`config.mk`:
```
export PLATFORM = sky130hd
export DESIGN_NAME = sync_sram_port
export DESIGN_NICKNAME = d
export VERILOG_FILES = /design/src/pkg/sram_port_pkg.sv /design/src/pkg/pipe_if.sv /design/src/verilog/burst_addr_gen.sv /design/src/verilog/sync_sram_port.sv
export SDC_FILE = /design/constraint.sdc
export NUM_CORES = 2
export LEC_CHECK = 0
export BUFFER_PORTS_ARGS = -buffer_cell sky130_fd_sc_hd__clkbuf_2
export CAP_MARGIN = 5
export CORE_UTILIZATION = 25
export DETAILED_ROUTE_END_ITERATION = 10
export GPL_TIMING_DRIVEN = 0
export PLACE_DENSITY = 0.48
export SLEW_MARGIN = 15
export SYNTH_ARGS = -nofsm -noshare
export SYNTH_HDL_FRONTEND = slang
export SYNTH_SLANG_ARGS = --single-unit
```
`constraint.sdc`:
```
create_clock -name i_clk -period 5.5 [get_ports i_clk]
set_clock_uncertainty 0.1 [all_clocks]
set_input_delay 0.55 -clock i_clk [delete_from_list [all_inputs] [get_ports i_clk]]
set_output_delay 0.55 -clock i_clk [all_outputs]
set_load 0.05 [all_outputs]
```
`src/pkg/sram_port_pkg.sv`:
```
// package: widths, burst constants and latency for the synchronous memory port
package sram_port_pkg;
  localparam int ADDR_W = 16;          // address width
  localparam int LANE_W = 8;           // bits per byte lane
  localparam int LANES = 4;            // lanes a..d
  localparam int DATA_W = LANE_W * LANES;
  localparam int BURST_LEN = 4;        // wrap after fourth access
  localparam int RD_LATENCY = 2;       // edges from address to data
  localparam int WR_LATENCY = 2;       // edges from address to write data
  localparam logic [1:0] SEED_RST = 2'h0;
  localparam logic [ADDR_W-1:0] ADDR_RST = 16'h0000;
  typedef enum logic [0:0] {CYC_READ, CYC_WRITE} cyc_t;
endpackage

```
`src/pkg/pipe_if.sv`:
```
// interface: one pipeline stage carrying an access from control to data side
interface pipe_if;
  import sram_port_pkg::*;
  logic valid;                 // access selected
  logic wr;                    // write access
  logic [ADDR_W-1:0] addr;     // effective address
  logic [LANES-1:0] lane_en_n; // byte mask, active low
  modport src (output valid, output wr, output addr, output lane_en_n);
  modport dst (input valid, input wr, input addr, input lane_en_n);
endinterface

```
`src/verilog/burst_addr_gen.sv`:
```
// burst counter: seeds from low address bits, steps linear or interleaved
module burst_addr_gen
  import sram_port_pkg::*;
(
  // clock and reset
  input wire logic i_clk,
  input wire logic i_rst_n,
  // control
  input wire logic i_step,
  input wire logic i_load,
  input wire logic [1:0] i_seed,
  input wire logic i_interleave,
  // offset out
  output logic [1:0] o_offs
);
  logic [1:0] seed_r, seed_nxt;  // loaded low bits
  logic [1:0] cnt_r, cnt_nxt;    // access count in burst

  // next count: reload on load, wrap modulo four on advance
  always_comb begin
    seed_nxt = seed_r;
    cnt_nxt = cnt_r;
    if (i_load) begin
      seed_nxt = i_seed;
      cnt_nxt = 2'h0;
    end else if (i_step) begin
      cnt_nxt = cnt_r + 2'h1;
    end
  end

  always_ff @(posedge i_clk or negedge i_rst_n) begin
    if (!i_rst_n) begin
      seed_r <= SEED_RST;
      cnt_r <= 2'h0;
    end else begin
      seed_r <= seed_nxt;
      cnt_r <= cnt_nxt;
    end
  end

  // interleaved xors the count in, linear adds it
  always_comb begin
    if (i_interleave) begin
      o_offs = seed_r ^ cnt_r;
    end else begin
      o_offs = seed_r + cnt_r;
    end
  end
endmodule

```
`src/verilog/sync_sram_port.sv`:
```
// top: pipelined synchronous memory with late write and burst counter
// Notes on behaviour
// - every enabled edge registers lane enables; address, selects, type on load only
// - low two address bits seed burst counter
// - write only lanes whose enable is low
// - mask travels with address to data
// - each enable governs its own lane
// - chip selects sampled on load cycles only
// - selected: primary low, depth low, depth high
// - output drive only while output enable low
// - advance high steps the burst counter
// - advance ignores read/write select
// - advance low loads a new address
// - clock gate high freezes all state
// - sleep keeps array contents intact
// - sleep ignores every other input except reset
// - low select writes, high reads, load only
// - write data taken two edges after address
// - burst order pin: low linear, high interleaved
// - burst wraps after fourth access
module sync_sram_port
  import sram_port_pkg::*;
#(
  parameter int AW = ADDR_W,
  parameter int DEPTH = 64
)(
  // clock and reset
  input wire logic i_clk,
  input wire logic i_rst_n,
  // address and control
  input wire logic [AW-1:0] i_addr_in,
  input wire logic i_chip_sel_n,
  input wire logic i_depth_select_n,
  input wire logic i_depth_select_hi,
  input wire logic i_advance_or_load,
  input wire logic i_rd_wr_n,
  input wire logic i_clk_gate_n,
  input wire logic [LANES-1:0] i_lane_wr_en_n,
  // asynchronous pins
  input wire logic i_out_en_n,
  input wire logic i_sleep_request,
  input wire logic i_burst_order_select,
  // data lanes a..d, split in/out/enable
  input wire logic [DATA_W-1:0] i_lane_io,
  output logic [DATA_W-1:0] o_lane_io,
  output logic [LANES-1:0] o_lane_io_oe
);
  localparam int IW = $clog2(DEPTH);

  pipe_if st1();  // access after address edge
  pipe_if st2();  // access at data edge

  logic [DATA_W-1:0] mem_r [DEPTH];  // array, flip-flops
  logic [DATA_W-1:0] mem_nxt [DEPTH];
  logic [AW-1:0] base_r, base_nxt;   // loaded base address
  logic wr_r, wr_nxt;                // burst cycle type
  logic sel_r, sel_nxt;              // burst selected
  logic [LANES-1:0] mask_r, mask_nxt;
  logic [1:0] offs;                  // burst offset
  logic run_w;                       // edge is honoured
  logic load;                        // load cycle
  logic [AW-1:0] acc_addr;           // address of current access
  logic s1_valid_r, s1_wr_r, s2_valid_r, s2_wr_r;
  logic [AW-1:0] s1_addr_r, s2_addr_r;
  logic [LANES-1:0] s1_mask_r, s2_mask_r;
  logic [DATA_W-1:0] dout_r, dout_nxt;
  logic rd_vld_r, rd_vld_nxt;        // registered read present
  logic [LANES-1:0] oe_r;

  // sleep overrides gate, so nothing moves and array is kept
  assign run_w = !i_clk_gate_n && !i_sleep_request;
  assign load = !i_advance_or_load;

  burst_addr_gen u_burst (
    .i_clk(i_clk),
    .i_rst_n(i_rst_n),
    .i_step(run_w && !load),
    .i_load(run_w && load),
    .i_seed(i_addr_in[1:0]),
    .i_interleave(i_burst_order_select),
    .o_offs(offs)
  );

  // access control: load takes selects and type, advance keeps them
  always_comb begin
    base_nxt = base_r;
    wr_nxt = wr_r;
    sel_nxt = sel_r;
    mask_nxt = mask_r;
    if (run_w) begin
      mask_nxt = i_lane_wr_en_n;
      if (load) begin
        base_nxt = i_addr_in;
        // selects looked at here only
        sel_nxt = !i_chip_sel_n && !i_depth_select_n && i_depth_select_hi;
        wr_nxt = !i_rd_wr_n;
      end
      // advance: select line ignored, type held
    end
  end

  // current access address: base with burst offset in the low bits
  assign acc_addr = {base_r[AW-1:2], offs};

  assign st1.valid = s1_valid_r;
  assign st1.wr = s1_wr_r;
  assign st1.addr = s1_addr_r;
  assign st1.lane_en_n = s1_mask_r;
  assign st2.valid = s2_valid_r;
  assign st2.wr = s2_wr_r;
  assign st2.addr = s2_addr_r;
  assign st2.lane_en_n = s2_mask_r;

  always_ff @(posedge i_clk or negedge i_rst_n) begin
    if (!i_rst_n) begin
      base_r <= AW'(ADDR_RST);
      wr_r <= 1'b0;
      sel_r <= 1'b0;
      mask_r <= '1;
      s1_valid_r <= 1'b0;
      s1_wr_r <= 1'b0;
      s1_addr_r <= AW'(ADDR_RST);
      s1_mask_r <= '1;
      s2_valid_r <= 1'b0;
      s2_wr_r <= 1'b0;
      s2_addr_r <= AW'(ADDR_RST);
      s2_mask_r <= '1;
    end else begin
      base_r <= base_nxt;
      wr_r <= wr_nxt;
      sel_r <= sel_nxt;
      mask_r <= mask_nxt;
      if (run_w) begin
        // stage 1 sees this edge's access; stage 2 the previous one
        s1_valid_r <= sel_nxt;
        s1_wr_r <= wr_nxt;
        s1_addr_r <= load ? i_addr_in : {acc_addr[AW-1:2], offs_next()};
        s1_mask_r <= mask_nxt;
        s2_valid_r <= s1_valid_r;
        s2_wr_r <= s1_wr_r;
        s2_addr_r <= s1_addr_r;
        s2_mask_r <= s1_mask_r;
      end
    end
  end

  // address the advance is about to produce, matching burst counter
  function automatic logic [1:0] offs_next();
    logic [1:0] seed;
    logic [1:0] cnt;
    // base low bits equal the counter seed; recover the count from the offset
    seed = base_r[1:0];
    cnt = i_burst_order_select ? (offs ^ seed) : (offs - seed);
    return i_burst_order_select ? (seed ^ (cnt + 2'h1)) : (offs + 2'h1);
  endfunction

  // array: late write at second edge after address, per-lane mask
  generate
    for (genvar w = 0; w < DEPTH; w++) begin : g_word
      for (genvar l = 0; l < LANES; l++) begin : g_lane
        always_comb begin
          mem_nxt[w][l*LANE_W +: LANE_W] = mem_r[w][l*LANE_W +: LANE_W];
          // stage 2 holds the access loaded two honoured edges ago
          if (run_w && st2.valid && st2.wr && !st2.lane_en_n[l]
              && st2.addr[IW-1:0] == IW'(w)) begin
            mem_nxt[w][l*LANE_W +: LANE_W] = i_lane_io[l*LANE_W +: LANE_W];
          end
        end
      end
      // no reset on the array; sleep blocks writes so contents stay
      always_ff @(posedge i_clk) begin
        mem_r[w] <= mem_nxt[w];
      end
    end
  endgenerate

  // read data registered at second edge after the address
  always_comb begin
    dout_nxt = dout_r;
    rd_vld_nxt = rd_vld_r;
    if (run_w) begin
      rd_vld_nxt = st2.valid && !st2.wr;
      if (st2.valid && !st2.wr) begin
        dout_nxt = mem_r[st2.addr[IW-1:0]];
      end
    end
  end

  always_ff @(posedge i_clk or negedge i_rst_n) begin
    if (!i_rst_n) begin
      dout_r <= '0;
      rd_vld_r <= 1'b0;
    end else begin
      dout_r <= dout_nxt;
      rd_vld_r <= rd_vld_nxt;
    end
  end

  // output enable follows the async pin without waiting for a clock
  always_ff @(posedge i_clk or negedge i_rst_n) begin
    if (!i_rst_n) begin
      oe_r <= '0;
    end else begin
      oe_r <= {LANES{rd_vld_nxt}};
    end
  end

  assign o_lane_io = dout_r;
  assign o_lane_io_oe = (i_out_en_n || i_sleep_request) ? '0 : oe_r;
endmodule
```
== Word-level counts from Yosys, hierarchy flattened ==
Memory sizes are Yosys's and may differ from the RTL's. A register that Yosys moved wholly into a read port is not among the register bits.
Cells that the tools add are included.
Storage, ports and cells
  logic and storage cells: 1151
  RAM bits: 2048
  output and inout bits: 36
  memories kept: 1
  register bits: 42
Operators by class
  reductions and logical operators: 348
  add/sub/neg operators: 5
  equality and inequality tests: 319
  bitwise logic cells: 4
  mux-type cells: 458
Memory list
  mem_r: words 64, bits a word 32, rd ports 1, clocked after memory_dff 1, wr ports 1, line sync_sram_port.sv:53  | logic [DATA_W-1:0] mem_r [DEPTH];
Operator list (count)
  two-way mux 8 bit: 256
  two-way mux 32 bit: 63
  OR reduction 32 bit: 63
  two-way mux 6 bit: 64
  logical AND 1 bit: 268
  two-way mux 4 bit: 65
  != test 1 bit (second input constant): 256
  == test 6 bit (second input constant): 32
  == test 6 x 5 -> 1 bit (second input constant): 16
  == test 6 x 4 -> 1 bit (second input constant): 8
  == test 6 x 3 -> 1 bit (second input constant): 4
  == test 6 x 2 -> 1 bit (second input constant): 2
  logical NOT 1 bit: 12
  two-way mux 2 bit: 5
  adder 2 x 1 -> 2 bit (second input constant): 3
  == test 6 x 1 -> 1 bit (second input constant): 1
  logical NOT 6 bit: 1
  XOR 2 bit: 3
  two-way mux 1 bit: 5
  AND reduction 2 bit: 2
  adder 2 bit: 1
  nonzero test 2 bit: 1
  subtractor 2 bit: 1
  logical OR 1 bit: 1
  NOT 1 bit: 1

== Depth between registers and ports, before layout ==
  depth after elaboration: 71
  mapped depth: 9
  gate-level depth less buffers: 8

== Cells and area by module ==
Synthesis repeated with hierarchy kept, for this count alone.
Unflattened totals
  cells, all modules: 4147
  area, all modules: 82361.5 µm²
By module, submodules not included
  sync_sram_port: cells an instance 4131, area an instance 82160.0 µm², instances 1, seq. area each 63110.5 µm²
  burst_addr_gen: cells an instance 16, area an instance 201.4 µm², instances 1, seq. area each 100.1 µm²

== Worst setup path after synthesis ==
No wires, ideal clock.
  path type: input port to output port
  from: in i_sleep_request
  to: out o_lane_io_oe[1]
  data required time: 4850 ps
  buffers on the path: 1
  stages: 2
  arrival time: 2261 ps
  slack: 2589 ps
  path through: nor3b_1 > buf_4
On the way
  longest elaborated chain between the ends: 2
RTL lines
  start: declaration: line sync_sram_port.sv:41  | input wire logic i_sleep_request,
  logical OR 1 bit: line sync_sram_port.sv:209  | assign o_lane_io_oe = (i_out_en_n || i_sleep_request) ? '0 : oe_r;
  two-way mux 4 bit: line sync_sram_port.sv:209
  end: declaration: line sync_sram_port.sv:46  | output logic [LANES-1:0] o_lane_io_oe
No other way between the ends.

== Worst setup path in the final report ==
  from: reg s2_addr_r[2]
  to: mem mem_r[54][24] (netlist bit), enable pin
On the way
  longest elaborated chain between the ends: 67
RTL lines
  start: declaration: line sync_sram_port.sv:64  | logic [AW-1:0] s1_addr_r, s2_addr_r;
  start signal: assignment: line sync_sram_port.sv:126  | s2_addr_r <= AW'(ADDR_RST);
  start signal: assignment: line sync_sram_port.sv:141  | s2_addr_r <= s1_addr_r;
  == test 6 x 1 -> 1 bit: line sync_sram_port.sv:165  | && st2.addr[IW-1:0] == IW'(w)) begin
  logical AND 1 bit: line sync_sram_port.sv:165
  != test 1 bit (no source line)
  OR reduction 32 bit (no source line)
  two-way mux 6 bit (no source line) or two-way mux 4 bit (tied branches) (63 in series)
  end: declaration: line sync_sram_port.sv:53
Several ways; a longest one is shown, not always the timed one.

==> impl_metrics.tcl <==
set metrics [dict create \
    ys.flop_type "edfxtp_1" \
    wl_per_cell_um 32.8 \
    endpoint_kind "flop" \
    grt_pass1_vias 43300 \
    yosysTopAreaCell "edfxtp_1" \
    vias 43800 \
    ios 99 \
    final_core_util_pct 29.5 \
    grt_util_all_layers_pct 17.6 \
    clock_power_share_pct 35.8 \
    cts.clk_slew.worst_paths_ns 0.06 \
    syn_area_per_cell_um2 19.9 \
    rsz0062_at_grt "false" \
    syn_to_final_growth_pct 17.0 \
    row_count 210 \
    fp.dieArea_um2 332000 \
    critical_path_class "reg -> reg" \
    die-width_um 577 \
    p_sw_mw 12.4 \
    detailed_place_hpwl_um 212000 \
    arrival_ns 5.29 \
    hp-class "in -> reg" \
    tightest_slew_ns 1.33 \
    fin_nets 4594 \
    place_congestion 1.09 \
    detailedRoute.firstPassIterationCount 6 \
    cp_cell_sequence "buf_2, clkbuf_1, nor2b_1, buf_2, nand3_1, nor2_1" \
    start_kind "flop" \
    worst_path_largest_cell_delay_ns 0.98 \
    portBuffers 88 \
    synth_edf_count 2048 \
    synth_nets 4222 \
    antenna_left 0 \
    synthArstFlopShare_pct 3.17 \
    grt_pass1_wl_um 393000 \
    synth_area_leaders "edfxtp_1 (75%), mux4_2 (10%), mux2_2 (3.4%)" \
    irDropWorstVdd_mv 0.258 \
    maxCapViolCount 0 \
    post_cts_buffers 0 \
    avgViaCountPerCell 4.82 \
    power_density_nw_per_um2 426 \
    placedCellCount 8629 \
    drc_errors 0 \
    crit_fanout 10 \
    maxSlewViolCount 0 \
    routed_wl_um 298000 \
    synth_top_area_share_pct 74.5 \
    period_share_pct 89.4 \
    cts_made_buffers 221 \
    pwr-share-comb_pct 20.3 \
    clock_latency_ns 0.90 \
    multi_input_area_um2 18000 \
    tns_ns 0 \
    cts_tree "yes" \
    cts_num_sinks 2115 \
    drt_iter0_drc 5835 \
    grt_overflow 0 \
    clockRootBuffer "clkbuf_16" \
    synth-seq-cells 2115 \
    setup_viol 0 \
    coreArea_um2 328000 \
    cts_resized 0 \
    synth_warnings 0 \
    fmax_mhz 203 \
    die_h_um 577 \
    internal-power_mw 28.8 \
    cp_common_cell "buf_2" \
    clock_path_buffers 3 \
    crit_path_top_delay_cell "nor2_1" \
    fillers 32200 \
    rrSetupSlack_ns 0.59 \
    hold_viol 0 \
    start_util_pct 25.2 \
    antenna_found_initial 29 \
    fin_crit_ns 4.91 \
    yosysSeqAreaShare_pct 76.6 \
    p_leak_nw 29.3 \
    synthesis.area_um2 82500 \
    grt_start_max_net_pins 65 \
    status "finished clean" \
    sequentialPowerShare_pct 43.8 \
    swShare_pct 30.1 \
    ctsHoldBuffers 23 \
    ys_types 52 \
    ff_latch_area_um2 63200 \
    relSlewSlack_pct 11.6 \
    worstPathRequired_ns 5.87 \
    htreeDepth 4 \
    drive_gt1_share_pct 26.5 \
    synth_cells 4157 \
    layoutNonFillerInstCount 9074 \
]
[metrics by stage]
stage | hold slack [ns] | setup WS (ns) | total power [mW] | area, um2
3_3_place_gp | 0.357 | 0.198 | 26.6 | 88400
2_1_floorplan | 0.154 | 2.59 | 22.7 | 82500
6_report | 0.0503 | 0.585 | 41.2 | 96600
5_1_grt | 0.0681 | 0.816 | 42.0 | 96600
3_5_place_dp | 0.348 | 0.839 | 26.7 | 89300
4_1_cts | 0.00226 | 0.806 | 41.3 | 96600
[per-layer routing]
layer,up-vias,GRT usage (%),wire (um)
li1,17700,-,-
met1,23800,23.8,126000
met2,1876,27.9,138000
met3,385,3.45,22200
met4,16,6.65,11900
met5,-,0,124
[cell families after synthesis]
group,Yosys count,share of synthesized area [%]
xor+xnor,4,0.0425
buf+inv,262,1.70
simple gates,685,3.62
fa+ha+maj,2,0.0303
compound gates,310,2.52
flops,2115,76.6
mux,779,15.5
[registers in the layout, indices dropped and copies added, names as in the netlist]
signal,cells
mem_r,2048
o_lane_io,32
base_r,6
s1_addr_r,6
s2_addr_r,6
s1_mask_r,4
s2_mask_r,4
u_burst.cnt_r,2
rd_vld_r,1
s1_valid_r,1
s1_wr_r,1
s2_valid_r,1
s2_wr_r,1
sel_r,1
wr_r,1
[cells in the mapped netlist, drive strengths merged (2+ instances only)]
library cell / count
ha: 2
nand2: 197
nor2b: 24
a31oi: 16
dfrtp: 59
or3: 3
nor3: 48
xor2: 3
a211oi: 46
and4b: 2
nor3b: 4
dfstp: 8
nor2: 326
or3b: 2
a311oi: 2
mux2i: 151
a22oi: 50
mux2: 252
a221oi: 16
edfxtp: 2048
o21ai: 14
nand4: 14
nand2b: 7
and3: 3
and2: 4
o22ai: 140
mux4: 376
nand3: 24
clkbuf: 80
nand3b: 2
or2: 2
nand4b: 2
nor4: 17
a22o: 5
a21oi: 18
o31a: 2
buf: 181
[cells in the final DEF, fill, tap and decap left out, types with 42 or more instances in the layout]
cell type     n
clkbuf_1    136
edfxtp_1   2048
nor3_1       48
o22ai_1     140
mux2i_1     151
dfrtp_1      59
a211oi_1     46
nand2_1     197
mux2_2      252
a22oi_1      50
buf_2        95
clkinv_2     42
buf_4        46
clkinv_1     53
mux4_2      376
nor2_1      324
clkbuf_16   223
clkbuf_2     63
[final timing paths]
check | startpoint | endpoint | cells past startpoint
worst max-delay path | s2_addr_r[2] | mem_r[54][24] | 6
worst min-delay path | i_chip_sel_n | s1_valid_r | 6
worst max register to register | s2_addr_r[2] | mem_r[54][24] | 6
worst min register to register | s1_mask_r[3] | s1_mask_r[3] | 2
max in group asynchronous | i_rst_n | o_lane_io[5] | 3
min in group asynchronous | i_rst_n | s2_addr_r[1] | 2
[layout make-up]
| type | instances | share of cell area [%] |
|---|---|---|
| Sequential cell | 2115 | 65.4 |
| Clock buffer | 289 | 6.06 |
| Buffer | 261 | 1.46 |
| Clock inverter | 127 | 1.23 |
| Tap cell | 4346 | 5.63 |
| Inverter | 1 | 0.00389 |
| Antenna cell | 6 | 0.0155 |
| Multi-Input combinational cell | 1780 | 18.6 |
| Timing Repair Buffer | 149 | 1.55 |
[power groups by stage]
stage | clock, mW | sequential [mW] | combinational, mW
5_1_grt | 15.5 | 18.0 | 8.52
2_1_floorplan | 0 | 18.7 | 3.99
3_5_place_dp | 0 | 18.4 | 8.27
4_1_cts | 14.9 | 18.0 | 8.31
6_report | 14.7 | 18.0 | 8.37
3_3_place_gp | 0 | 18.4 | 8.19
[worst max-delay path, delay by kind of cell, from the launching register on]
kind / cells / cell delay, ns
buffers and inverters: 3 / 1.77
flip-flops: 1 / 0.70
AND/OR/NAND/NOR: 3 / 1.90
Power figures use the tool's default switching activity.
